[src/inc/qdm_pkg.sv]
// Purpose: constants and types for the quadrature decoder and motor extensions
// Assumes: byte address on an 8-bit plain register port, 32-bit data
// Notes: channel registers sit at channel*0x40 plus the channel offset
//
// Summary of operation
// - each encoder input may be inverted; phase a and b may be exchanged
// - with filtering on, pulses shorter than filter_length+1 clocks are blocked
// - with glitch_suppress_en clear, filters are bypassed completely
// - rotation sense flag is readable any time and follows inversion and swap
// - every direction reversal sets a sticky flag in quad_status_reg
// - reversal needs two same-phase edges sampling equal level, then other-phase edge
// - decode_transparent disables reversal detection; filtering and edges keep working
// - edges on a and b closer than filter_length+1 clocks set quad_error_flag
// - position mode counts phase edges in channel 0, index pulses in channel 1
// - channel 0 and 1 counter values read out to form a 32-bit position
// - in position mode, channel 0 counter clears whenever the channel 1 index count steps
// - decoded direction makes channels 0 and 1 count up or down
// - decoder plus speed mode routes channel 2 time base to channel 0 a input
// - speed mode captures channel 0 count into a and clears it each period
// - gray_count_en in waveform drives 2-bit gray on a/b, period from c
// - write lock discards writes to mode, fault, stepper, a, b and c registers
// - lock enable changes only with key 0x54494D in the same write
// - fault output from channel 0 and/or 1 c compare flags, each enabled
// - with decoder_en clear, pins reach counters unchanged, no filter or decode
// - filter_length accepts 0 through 63
// - index_on_phase_b_pin takes index from channel 0 b pin
package qdm_pkg;
   localparam int NUM_CH = 3;
   localparam int CNT_W = 16;
   localparam int FILT_W = 6;
   localparam logic [5:0] OFF_CCR = 6'h00;
   localparam logic [5:0] OFF_CMR = 6'h04;
   localparam logic [5:0] OFF_SMMR = 6'h08;
   localparam logic [5:0] OFF_CV = 6'h10;
   localparam logic [5:0] OFF_RA = 6'h14;
   localparam logic [5:0] OFF_RB = 6'h18;
   localparam logic [5:0] OFF_RC = 6'h1C;
   localparam logic [5:0] OFF_SR = 6'h20;
   localparam logic [7:0] OFF_BMR = 8'hC4;
   localparam logic [7:0] OFF_QISR = 8'hD4;
   localparam logic [7:0] OFF_FMR = 8'hD8;
   localparam logic [7:0] OFF_WPMR = 8'hE4;
   localparam int CCR_COUNT_CLOCK_ON = 0;
   localparam int CCR_CLKDIS = 1;
   localparam int CCR_SW_TRIGGER_CMD = 2;
   localparam int CMR_WAVE = 15;
   localparam int SMMR_GRAY_COUNT_EN = 0;
   localparam int SMMR_DOWN = 1;
   localparam int SR_C_COMPARE_FLAG = 4;
   localparam int QISR_DIR = 8;
   localparam int WPMR_EN = 0;
   localparam logic [23:0] LOCK_KEY = 24'h54_494D;
   localparam logic [31:0] BMR_RST = 32'h0000_0000;
   localparam logic [15:0] CMR_RST = 16'h0000;
   localparam logic [1:0] FMR_RST = 2'h0;

   typedef struct packed {
      logic [5:0] rsv_hi;
      logic [5:0] filter_length;
      logic glitch_suppress_en;
      logic rsv_18;
      logic index_on_phase_b_pin;
      logic phase_swap;
      logic index_invert;
      logic phase_b_invert;
      logic phase_a_invert;
      logic edge_on_a_only;
      logic decode_transparent;
      logic speed_meas_en;
      logic position_meas_en;
      logic decoder_en;
      logic [7:0] rsv_lo;
   } qdm_bmr_t;
endpackage

[src/rtl/qdm_top.sv]
// Purpose: quadrature decoder front end, position/speed steering, gray stepper, lock, fault
// Assumes: encoder pins asynchronous to sys_clk_in; one register access per strobe
// Notes: channel counters are a reduced model: capture counting or waveform up to c
`timescale 1ns/1ps
module qdm_top #(
   parameter int CNT_W = qdm_pkg::CNT_W
) (
   input wire logic sys_clk_in,              // 200 MHz master clock
   input wire logic rst_n_in,                // async reset, active low
   input wire logic [7:0] addr_in,           // register byte address
   input wire logic [31:0] wr_data_in,       // write data
   input wire logic wr_en_in,                // write strobe
   input wire logic rd_en_in,                // read strobe
   input wire logic phase_a_in,              // channel 0 a pin, encoder phase a
   input wire logic phase_b_in,              // channel 0 b pin, encoder phase b
   input wire logic index_in,                // channel 1 a pin, encoder index
   output logic [31:0] rd_data_out,          // read data, cycle after rd_en_in
   output logic [2:0] chan_a_out,            // channel a outputs
   output logic [2:0] chan_b_out,            // channel b outputs
   output logic [2:0] chan_oe_n_out,         // low while channel drives its pins
   output logic fault_out                    // fault output
);
   localparam int N = qdm_pkg::NUM_CH;

   function automatic logic ch_hit(input logic [7:0] a, input logic [1:0] c,
                                   input logic [5:0] o);
      return (a[7:6] == c) && (a[5:0] == o);
   endfunction

   function automatic logic [1:0] gray_step(input logic [1:0] g, input logic dn);
      return dn ? {~g[0], g[1]} : {g[0], ~g[1]};
   endfunction

   // pin synchronisers
   logic [2:0] sync1_r;
   logic [2:0] sync2_r;
   always_ff @(posedge sys_clk_in or negedge rst_n_in) begin
      if (!rst_n_in) begin
         sync1_r <= 3'h0;
         sync2_r <= 3'h0;
      end else begin
         sync1_r <= {index_in, phase_b_in, phase_a_in};
         sync2_r <= sync1_r;
      end
   end

   logic [31:0] bmr_r;
   qdm_pkg::qdm_bmr_t bmr;
   assign bmr = qdm_pkg::qdm_bmr_t'(bmr_r);

   // conditioning: inversion, swap, index pin choice
   wire pa_inv = sync2_r[0] ^ bmr.phase_a_invert;
   wire pb_inv = sync2_r[1] ^ bmr.phase_b_invert;
   wire idx_pin = bmr.index_on_phase_b_pin ? sync2_r[1] : sync2_r[2];
   wire [2:0] cond = {idx_pin ^ bmr.index_invert,
                      bmr.phase_swap ? pa_inv : pb_inv,
                      bmr.phase_swap ? pb_inv : pa_inv};

   // stability filters, filter_length is a 6-bit field (0..63)
   logic [qdm_pkg::FILT_W-1:0] fcnt_r [3];
   logic [2:0] filt_r;
   genvar gi;
   generate
      for (gi = 0; gi < 3; gi++) begin : g_filt
         always_ff @(posedge sys_clk_in or negedge rst_n_in) begin
            if (!rst_n_in) begin
               fcnt_r[gi] <= '0;
               filt_r[gi] <= 1'b0;
            end else if (cond[gi] == filt_r[gi]) begin
               fcnt_r[gi] <= '0;
            end else if (fcnt_r[gi] >= bmr.filter_length) begin
               filt_r[gi] <= cond[gi];
               fcnt_r[gi] <= '0;
            end else begin
               fcnt_r[gi] <= fcnt_r[gi] + 1'b1;
            end
         end
      end
   endgenerate

   wire [2:0] qin = bmr.glitch_suppress_en ? filt_r : cond;

   // edges
   logic [2:0] qprev_r;
   logic [2:0] rawprev_r;
   logic tbprev_r;
   logic [2:0] a_r;
   wire qd = bmr.decoder_en;
   wire pos = qd & bmr.position_meas_en;
   wire spd = qd & bmr.speed_meas_en;
   wire [2:0] edges = qd ? (qin ^ qprev_r) : 3'h0;
   wire idx_rise = edges[2] & qin[2];
   wire [2:0] raw_rise = sync2_r & ~rawprev_r;
   wire any_edge = edges[0] | edges[1];
   wire cnt_ev = bmr.edge_on_a_only ? edges[0] : any_edge;
   wire tb_rise = a_r[2] & ~tbprev_r;

   // direction change detection
   logic last_ph_r;
   logic samp_r;
   logic dir_r;
   logic [1:0] same_r;
   logic [qdm_pkg::FILT_W-1:0] gap_r;
   wire ph = ~edges[0];
   wire smp = ph ? qin[0] : qin[1];
   wire same_ph = ph == last_ph_r;
   wire dir_chg = any_edge & ~same_ph & (same_r == 2'd2)
                  & ~bmr.decode_transparent;
   wire quad_error_flag_ev = (edges[0] & edges[1])
                  | (any_edge & ~same_ph & (gap_r < bmr.filter_length));
   wire [1:0] same_nxt = (same_ph && smp == samp_r) ?
                         ((same_r == 2'd2) ? same_r : same_r + 1'b1) : 2'd1;

   always_ff @(posedge sys_clk_in or negedge rst_n_in) begin
      if (!rst_n_in) begin
         qprev_r <= 3'h0;
         rawprev_r <= 3'h0;
         tbprev_r <= 1'b0;
         last_ph_r <= 1'b0;
         samp_r <= 1'b0;
         same_r <= 2'd0;
         dir_r <= 1'b0;
         gap_r <= '1;
      end else begin
         qprev_r <= qin;
         rawprev_r <= sync2_r;
         tbprev_r <= a_r[2];
         if (any_edge) begin
            last_ph_r <= ph;
            samp_r <= smp;
            same_r <= same_nxt;
            gap_r <= '0;
         end else if (gap_r != '1) begin
            gap_r <= gap_r + 1'b1;
         end
         if (dir_chg) begin
            dir_r <= ~dir_r;
         end
      end
   end

   // register port decode
   wire [1:0] ch = addr_in[7:6];
   wire ch_ok = ch != 2'd3;
   wire [1:0] chi = ch_ok ? ch : 2'd0;
   logic wp_r;
   wire wr_ok = wr_en_in & ~wp_r;
   wire key_ok = wr_data_in[31:8] == qdm_pkg::LOCK_KEY;
   wire wpmr_wr = wr_en_in & (addr_in == qdm_pkg::OFF_WPMR) & key_ok;
   wire qisr_rd = rd_en_in & (addr_in == qdm_pkg::OFF_QISR);

   logic [15:0] cmr_r [N];
   logic [1:0] smmr_r [N];
   logic [CNT_W-1:0] ra_r [N];
   logic [CNT_W-1:0] rb_r [N];
   logic [CNT_W-1:0] rc_r [N];
   logic [CNT_W-1:0] cv_r [N];
   logic [1:0] gray_r [N];
   logic [2:0] clk_on_r;
   logic [2:0] c_compare_flag_r;
   logic [2:0] b_r;
   logic [2:0] oe_n_r;
   logic [1:0] fmr_r;
   logic [2:0] qflag_r;
   logic fault_r;
   logic [31:0] rd_data_r;

   // per-channel steering
   logic [2:0] step;
   logic [2:0] clr;
   logic [2:0] capt;
   logic [2:0] wave;
   logic [2:0] cmp;
   logic [2:0] ccr_wr;
   logic [2:0] sw_trg;
   logic [2:0] sr_rd;
   logic [1:0] gray_nx [N];
   wire cnt_dn = qd & dir_r;
   assign step[0] = qd ? ((pos | spd) & cnt_ev) : raw_rise[0];
   assign step[1] = qd ? idx_rise : raw_rise[2];
   assign step[2] = 1'b0;
   assign clr[0] = (pos & step[1]) | (spd & tb_rise);
   assign clr[1] = 1'b0;
   assign clr[2] = 1'b0;
   assign capt[0] = spd & tb_rise;
   assign capt[1] = 1'b0;
   assign capt[2] = 1'b0;
   generate
      for (gi = 0; gi < N; gi++) begin : g_dec
         assign wave[gi] = cmr_r[gi][qdm_pkg::CMR_WAVE];
         assign cmp[gi] = cv_r[gi] == rc_r[gi];
         assign ccr_wr[gi] = wr_en_in & ch_hit(addr_in, 2'(gi), qdm_pkg::OFF_CCR);
         assign sw_trg[gi] = ccr_wr[gi] & wr_data_in[qdm_pkg::CCR_SW_TRIGGER_CMD];
         assign sr_rd[gi] = rd_en_in & ch_hit(addr_in, 2'(gi), qdm_pkg::OFF_SR);
         assign gray_nx[gi] = gray_step(gray_r[gi], smmr_r[gi][qdm_pkg::SMMR_DOWN]);
      end
   endgenerate

   always_ff @(posedge sys_clk_in or negedge rst_n_in) begin
      if (!rst_n_in) begin
         for (int i = 0; i < N; i++) begin
            cmr_r[i] <= qdm_pkg::CMR_RST;
            smmr_r[i] <= 2'h0;
            ra_r[i] <= '0;
            rb_r[i] <= '0;
            rc_r[i] <= '0;
            cv_r[i] <= '0;
            gray_r[i] <= 2'h0;
         end
         clk_on_r <= 3'h0;
         c_compare_flag_r <= 3'h0;
         a_r <= 3'h0;
         b_r <= 3'h0;
         oe_n_r <= 3'h7;
      end else begin
         for (int i = 0; i < N; i++) begin
            oe_n_r[i] <= ~wave[i];
            c_compare_flag_r[i] <= (c_compare_flag_r[i] & ~sr_rd[i]) | (clk_on_r[i] & cmp[i]);
            if (ccr_wr[i]) begin
               clk_on_r[i] <= (clk_on_r[i] | wr_data_in[qdm_pkg::CCR_COUNT_CLOCK_ON])
                              & ~wr_data_in[qdm_pkg::CCR_CLKDIS];
            end
            if (sw_trg[i]) begin
               cv_r[i] <= '0;
            end else if (clk_on_r[i]) begin
               if (wave[i]) begin
                  if (cmp[i]) begin
                     cv_r[i] <= '0;
                     if (smmr_r[i][qdm_pkg::SMMR_GRAY_COUNT_EN]) begin
                        gray_r[i] <= gray_nx[i];
                        a_r[i] <= gray_nx[i][1];
                        b_r[i] <= gray_nx[i][0];
                     end else begin
                        a_r[i] <= ~a_r[i];
                     end
                  end else begin
                     cv_r[i] <= cv_r[i] + 1'b1;
                  end
               end else if (clr[i]) begin
                  cv_r[i] <= '0;
               end else if (step[i]) begin
                  cv_r[i] <= cnt_dn ? cv_r[i] - 1'b1 : cv_r[i] + 1'b1;
               end
            end
            if (capt[i] & clk_on_r[i]) begin
               ra_r[i] <= cv_r[i];
            end
            if (wr_ok & ch_hit(addr_in, 2'(i), qdm_pkg::OFF_CMR)) begin
               cmr_r[i] <= wr_data_in[15:0];
            end
            if (wr_ok & ch_hit(addr_in, 2'(i), qdm_pkg::OFF_SMMR)) begin
               smmr_r[i] <= wr_data_in[1:0];
            end
            if (wr_ok & wave[i] & ch_hit(addr_in, 2'(i), qdm_pkg::OFF_RA)) begin
               ra_r[i] <= wr_data_in[CNT_W-1:0];
            end
            if (wr_ok & wave[i] & ch_hit(addr_in, 2'(i), qdm_pkg::OFF_RB)) begin
               rb_r[i] <= wr_data_in[CNT_W-1:0];
            end
            if (wr_ok & ch_hit(addr_in, 2'(i), qdm_pkg::OFF_RC)) begin
               rc_r[i] <= wr_data_in[CNT_W-1:0];
            end
         end
      end
   end

   // block registers, status flags, fault
   always_ff @(posedge sys_clk_in or negedge rst_n_in) begin
      if (!rst_n_in) begin
         bmr_r <= qdm_pkg::BMR_RST;
         fmr_r <= qdm_pkg::FMR_RST;
         wp_r <= 1'b0;
         qflag_r <= 3'h0;
         fault_r <= 1'b0;
      end else begin
         if (wr_ok & (addr_in == qdm_pkg::OFF_BMR)) begin
            bmr_r <= wr_data_in;
         end
         if (wr_ok & (addr_in == qdm_pkg::OFF_FMR)) begin
            fmr_r <= wr_data_in[1:0];
         end
         if (wpmr_wr) begin
            wp_r <= wr_data_in[qdm_pkg::WPMR_EN];
         end
         // set wins over read-clear
         qflag_r <= (qflag_r & ~{3{qisr_rd}})
                    | {quad_error_flag_ev, dir_chg, idx_rise};
         fault_r <= (fmr_r[0] & c_compare_flag_r[0]) | (fmr_r[1] & c_compare_flag_r[1]);
      end
   end

   // read mux
   wire [5:0] off = addr_in[5:0];
   wire [CNT_W-1:0] ch_val = (off == qdm_pkg::OFF_CV) ? cv_r[chi] :
                             (off == qdm_pkg::OFF_RA) ? ra_r[chi] :
                             (off == qdm_pkg::OFF_RB) ? rb_r[chi] :
                             (off == qdm_pkg::OFF_RC) ? rc_r[chi] : '0;
   wire [31:0] ch_word = (off == qdm_pkg::OFF_CMR) ? {16'h0000, cmr_r[chi]} :
                         (off == qdm_pkg::OFF_SMMR) ? {30'h0, smmr_r[chi]} :
                         (off == qdm_pkg::OFF_SR) ? 32'(c_compare_flag_r[chi]) << qdm_pkg::SR_C_COMPARE_FLAG :
                         32'(ch_val);
   wire [31:0] qisr_word = (32'(dir_r) << qdm_pkg::QISR_DIR) | 32'(qflag_r);
   wire [31:0] rd_word = ch_ok ? ch_word :
                         (addr_in == qdm_pkg::OFF_BMR) ? bmr_r :
                         (addr_in == qdm_pkg::OFF_QISR) ? qisr_word :
                         (addr_in == qdm_pkg::OFF_FMR) ? {30'h0, fmr_r} :
                         (addr_in == qdm_pkg::OFF_WPMR) ? {31'h0, wp_r} : 32'h0000_0000;

   always_ff @(posedge sys_clk_in or negedge rst_n_in) begin
      if (!rst_n_in) begin
         rd_data_r <= 32'h0000_0000;
      end else begin
         rd_data_r <= rd_en_in ? rd_word : 32'h0000_0000;
      end
   end

   assign rd_data_out = rd_data_r;
   assign chan_a_out = a_r;
   assign chan_b_out = b_r;
   assign chan_oe_n_out = oe_n_r;
   assign fault_out = fault_r;
endmodule

[config.mk]
export PLATFORM = sky130hd
export DESIGN_NAME = qdm_top
export DESIGN_NICKNAME = d
export VERILOG_FILES = /design/src/inc/qdm_pkg.sv /design/src/rtl/qdm_top.sv
export SDC_FILE = /design/constraint.sdc
export NUM_CORES = 1
export LEC_CHECK = 0
export BUFFER_PORTS_ARGS = -buffer_cell sky130_fd_sc_hd__buf_2
export CAP_MARGIN = 15
export CORE_MARGIN = 8
export CORE_UTILIZATION = 56
export CTS_CLUSTER_SIZE = 28
export DETAILED_ROUTE_END_ITERATION = 10
export PLACE_DENSITY = 0.74
export SLEW_MARGIN = 20
export SYNTH_ARGS = -nofsm -noshare
export SYNTH_HDL_FRONTEND = slang
export SYNTH_SLANG_ARGS = --single-unit
[constraint.sdc]
create_clock -name sys_clk_in -period 6.1 [get_ports sys_clk_in]
set_input_delay 0 -clock sys_clk_in [delete_from_list [all_inputs] [get_ports sys_clk_in]]
set_output_delay 0 -clock sys_clk_in [all_outputs]
set_load 0.02 [all_outputs]
==> Word-level counts from Yosys, hierarchy flattened <==
Cells that the tools add are included.
{ "word_totals": {"reg_bits": 383, "in_bits": 47, "wordCells": 327} }
{ "op_classes": {"add_sub_neg": 10, "magnitude_cmp": 6, "eq_ne": 26, "n_mux": 78, "n_bitwise": 108, "n_reduce_logical": 45} }
{ "op_table": {"columns": ["cell", "n"], "rows": [
  ["$mux 16", 36],
  ["$bmux 16 s2", 5],
  ["$mux 32", 3],
  ["$and 1x1->1", 58],
  ["$add 16x1->16 const B", 3],
  ["$eq 16x16->1", 3],
  ["$mux 6", 8],
  ["$eq 8x8->1 const B", 4],
  ["$sub 16x1->16 const B", 2],
  ["$not 1->1", 28],
  ["$add 6x1->6 const B", 4],
  ["$eq 24x23->1 const B", 1],
  ["$eq 6x5->1 const B", 4],
  ["$logic_and 1x1->1", 22],
  ["$ge 6x6->1", 3],
  ["$mux 2", 9],
  ["$reduce_and 5->1", 3],
  ["$reduce_and 2->1", 7],
  ["$mux 1", 12],
  ["$reduce_and 4->1", 3],
  ["$reduce_bool 2->1", 6],
  ["$or 1x1->1", 11],
  ["$mux 9", 1],
  ["$or 9x3->9", 1],
  ["25 further kinds", 36]
]} }

==> Depth between registers and ports, before layout <==
{ "depth": {"depth_word": 15, "mapped_depth": 10, "depth_no_buf": 9} }

==> Worst setup path before layout <==
Ideal clock, no wire load.
{ "synth_timing": {"kind": "reg-to-reg", "startpoint": "reg cv_r[39] (netlist name)", "endpoint": "reg cv_r[46] (netlist name)", "setup_time_ps": 82, "t_arrival_ps": 2210, "t_required_ps": 6018, "slack_ps": 3808, "stages_incl_launch_ff": 9, "period_less_slack_ps": 2292, "path_cell_list": "dfrtp_1 buf_6 or3_4 or4_4 or4_4 o21ai_2 xnor2_1 a21oi_2 o22ai_1"} }
{ "synth_via": {"elab_chain_cells": 7} }
{ "synth_lines": {"columns": ["item", "line", "rtl"], "rows": [
  ["from (decl)", "qdm_top.sv:157", "logic [CNT_W-1:0] cv_r [N];"],
  ["from (signal, indexed assignment)", "qdm_top.sv:237", "cv_r[i] <= cv_r[i] + 1'b1;"],
  ["from (signal, indexed assignment)", "qdm_top.sv:242", "cv_r[i] <= cnt_dn ? cv_r[i] - 1'b1 : cv_r[i] + 1'b1;"],
  ["$add 16x1->16 or $sub 16x1->16 (tied branches)", "qdm_top.sv:237, qdm_top.sv:242", null],
  ["$mux 16", "qdm_top.sv:242", null],
  ["$mux 16", "qdm_top.sv:241", "end else if (step[i]) begin"],
  ["$mux 16", "qdm_top.sv:239", "end else if (clr[i]) begin"],
  ["$mux 16 *", "qdm_top.sv:226", "if (wave[i]) begin"],
  ["$mux 16 *", "qdm_top.sv:225", "end else if (clk_on_r[i]) begin"],
  ["$mux 16 *", "qdm_top.sv:223", "if (sw_trg[i]) begin"]
]} }
Mark *: on every way between the ends. The rest lies on a longest branch, timed or not. The select of a mux whose other input is x is not followed.
A chain may end at the register's enable or synchronous reset.

==> Worst setup path after layout <==
{ "layout_timing": {"startpoint": "reg bmr_r[19] (netlist: bmr[19])", "endpoint": "reg cv_r[36] (netlist name)"} }
{ "layout_via": {"elab_chain_cells": 11} }
{ "layout_lines": {"columns": ["item", "line", "rtl"], "rows": [
  ["from (decl)", "qdm_top.sv:47", "logic [31:0] bmr_r;"],
  ["from (signal assigned)", "qdm_top.sv:270", "bmr_r <= qdm_pkg::BMR_RST;"],
  ["from (signal assigned)", "qdm_top.sv:277", "bmr_r <= wr_data_in;"],
  ["$mux 3 *", "qdm_top.sv:81", "wire [2:0] qin = bmr.glitch_suppress_en ? filt_r : cond;"],
  ["$xor 3x3->3", "qdm_top.sv:91", "wire [2:0] edges = qd ? (qin ^ qprev_r) : 3'h0;"],
  ["$mux 3", "qdm_top.sv:91", null],
  ["$and 1x1->1", "qdm_top.sv:92", "wire idx_rise = edges[2] & qin[2];"],
  ["$mux 1", "qdm_top.sv:180", "assign step[1] = qd ? idx_rise : raw_rise[2];"],
  ["$and 1x1->1", "qdm_top.sv:182", "assign clr[0] = (pos & step[1]) | (spd & tb_rise);"],
  ["$or 1x1->1", "qdm_top.sv:182", null],
  ["$mux 16", "qdm_top.sv:239", null],
  ["$mux 16", "qdm_top.sv:226", null],
  ["$mux 16", "qdm_top.sv:225", null],
  ["$mux 16", "qdm_top.sv:223", null]
]} }
Marked as above.

==> out/results.ini <==
[outcome]
status = completed

[pwr]
power.switching_uw = 1653
switching_share = 0.2574
finalPower_uw = 6421
pwr-share-clk = 0.445
power_frac_seq = 0.440
combPwrFrac = 0.115
p_leak_uw = 0.01064
ir_drop_v = 0.0001935
p_int_uw = 4768
power_density_nw_per_um2 = 279.5

[sta]
setup_viol = 0
timing.slew.headroom = 0.2100
finClkSkew_ns = 0.02022
rsz0062_at_grt = false
tns_ns = 0
slew_viol_final = 0
worst_slew_pin_slew_ns = 1.182
fmax_ghz = 0.3254
fin_crit_sh = 0.5038
hold_ws_ns = 0.04014
hold_viol_final = 0
finalWorstPathRequiredPeriod_ns = 3.073

[final_layout]
layoutNonFillerInstCount = 2456
multi_input_area_um2 = 10120
area_growth_pct = 12.34
nets = 2034
drive_gt1_frac = 0.2270
fill_cells = 2849
utilization = 0.6335
regArea_um2 = 9495

[yosys]
synthTopCellsByCount = dfrtp_1, mux2_2, a21oi_1
synth.most_common_cell = dfrtp_1
synthArstFlopShare = 1.000
ys_seq_elements = 379
synth_top_cell_by_area = dfrtp_1
synth_warnings = 0
ys.flop_type = dfrtp_1
synth.cell_area_um2 = 20450
synth_top_cell_area_share = 0.4528
yosysUniqueCellTypes = 84
synthTopCellsByArea = dfrtp_1, mux2_2, mux2i_1, xnor2_1, a21oi_1
synth_nets = 1993
synth_seq_area_share = 0.4644
synth-edff-count = 0
postSynthAreaPerCell_um2 = 10.69
syn_inst = 1913

[place]
post-place-cells = 2340
gp_congestion = 0.9919
io_buffers = 88
dpl.hpwl_mm = 39.17

[clocking]
clock_latency_ns = 0.57
cts-buffers-inserted = 41
cts_resized = 0
clk_pin_slew_ns = 0.06
cts-root-buf = clkbuf_16
cts_max_path_buffers = 3
cts_max_level = 2
cts_tree = built
clock-sinks = 379

[worst_setup_path]
path_max_fanout = 15
endpoint_kind = flop
start_kind = flop
crit_arrival_ns = 3.53
cp.required_ns = 6.56
worstSetupPathType = flop to flop

[global_route]
antenna_found_initial = 1
grt.overflow.total = 0
grt_max_degree = 136
grt_pass1_wl_mm = 90.59
grt_pass1_vias = 15473
grt_use_total = 0.2649

[drt]
dr.pass1.iters = 5
ant_nets = 0
dr_total_vias = 15785
drt_iter0_drc = 1553
wl_per_cell_um = 23.64
wirelength_mm = 58.07
vias_per_cell = 6.427
drc = 0

[flow_run]
drv_cap = 0

[hold_path]
hp-class = input port to flop

[floorplan]
core_area_um2 = 36260
start_util = 0.5639
io_pins = 89
die_w_um = 207.1
num_rows = 70
dieArea_um2 = 42880
die_y_um = 207.1

-- layout make-up --
class / instances / share of cell area
Clock buffer: 60 / 0.05572
Sequential cell: 379 / 0.4134
Antenna cell: 1 / 0.0001089
Clock inverter: 16 / 0.01280
Inverter: 44 / 0.007190
Tap cell: 468 / 0.02549
Multi-Input combinational cell: 1340 / 0.4407
Timing Repair Buffer: 148 / 0.04466
-- path summary, 6_finish.rpt --
path                            depth (start not counted)  slack (ns)            startpoint                       endpoint
worst min register to register                          0        0.35  sync1_r[0]$_DFF_PN0_           sync2_r[0]$_DFF_PN0_
worst max register to register                          7        3.03   bmr[19]$_DFFE_PN0P_           cv_r[36]$_DFFE_PN0P_
max in group asynchronous                               3        4.61              rst_n_in       rd_data_out[4]$_DFF_PN0_
worst min-delay path                                    5        0.04            addr_in[0]  c_compare_flag_r[0]$_DFF_PN0_
min in group asynchronous                               2        0.07              rst_n_in           cv_r[22]$_DFFE_PN0P_
worst max-delay path                                    7        3.03   bmr[19]$_DFFE_PN0P_           cv_r[36]$_DFFE_PN0P_
-- registers in the layout, summed over array words and instances, names as in the netlist, 2 cells and up --
register and flops:
fmr_r 2, fcnt_r 18, bmr 32, clk_on_r 3, rb_r 48, chan_a_out 3, ra_r 48, qflag_r 3
sync2_r 3, filt_r 3, same_r 2, gray_r 6, c_compare_flag_r 3, rawprev_r 2, cv_r 48, smmr_r 6
qprev_r 3, cmr_r 48, sync1_r 3, rc_r 48, gap_r 6, rd_data_out 32, chan_oe_n_out 3
-- power by group through the flow --
stage	logic [uW]	clock network, uW	registers (uW)
3_3_place_gp	682	0	2860
2_1_floorplan	516	0	2790
6_report	737	2860	2830
4_1_cts	734	2900	2820
3_5_place_dp	709	0	2870
5_1_grt	814	3000	2840
-- kinds of logic (layout without fill, tap and decap cells) --
logic type	after synthesis	in the layout	synth area share
mux	342	342	0.1835
flops	379	379	0.4644
other cells	0	1	0
simple gates	489	489	0.1259
xor+xnor	95	95	0.04143
buf+inv	194	268	0.04161
compound gates	381	381	0.1231
fa+ha+maj	33	33	0.02019
-- per-layer routing --
| metal | track usage | vias to the layer above | part of all wire |
|---|---|---|---|
| met2 | 0.4138 | 761 | 0.45 |
| met3 | 0.05269 | 184 | 0.085 |
| met5 | 0 | - | 0.00022 |
| met4 | 0.1136 | 2 | 0.046 |
| met1 | 0.3566 | 7871 | 0.42 |
| li1 | - | 6967 | - |
-- placed cells by master (no fill, tap or decap), types with 10 or more instances in the layout --
cell           instances
buf_4                 20
buf_2                 85
a32oi_1               10
o211ai_1              10
nand2b_1              17
nor2b_1               62
a211oi_1              66
nor2_1               100
a21oi_1              122
and3_1                13
a221o_1               12
and2_1                32
dlygate4sd3_1         39
dfrtp_1              370
a22o_1                10
nand2_1              111
a21o_1                15
clkbuf_16             43
mux2_2               229
xnor2_1               72
nor3_1                21
o21ai_0               52
o31ai_1               15
xor2_1                21
mux2i_1              109
nand3_1               41
nor4_1                13
clkbuf_8              15
ha_1                  33
nand4_1               20
a31oi_1               23
inv_1                 44
-- what timing repair did --
action | in CTS | in global routing
buffers inserted | 0 | 0
hold buffers | 39 | 0
hold endpoints to repair | 260 | 0
setup endpoints to repair | 0 | 0
-- through the flow --
stage          instance area [um2]  setup WS (ns)
2_1_floorplan                20450          3.808
3_3_place_gp                 20980          3.009
3_5_place_dp                 20990          2.854
4_1_cts                      22950          2.896
5_1_grt                      22970          2.828
6_report                     22970          3.027
-- critical path, cell delays in order (launching register included) --
cell and delay, ns:
dfrtp_1 0.53, or2_1 0.31, o221ai_1 0.18, o2111ai_1 0.44, nor2_1 0.45, nor2_1 0.12, or3b_1 0.62, o31ai_1 0.33
(Power assumes the default switching activity.)
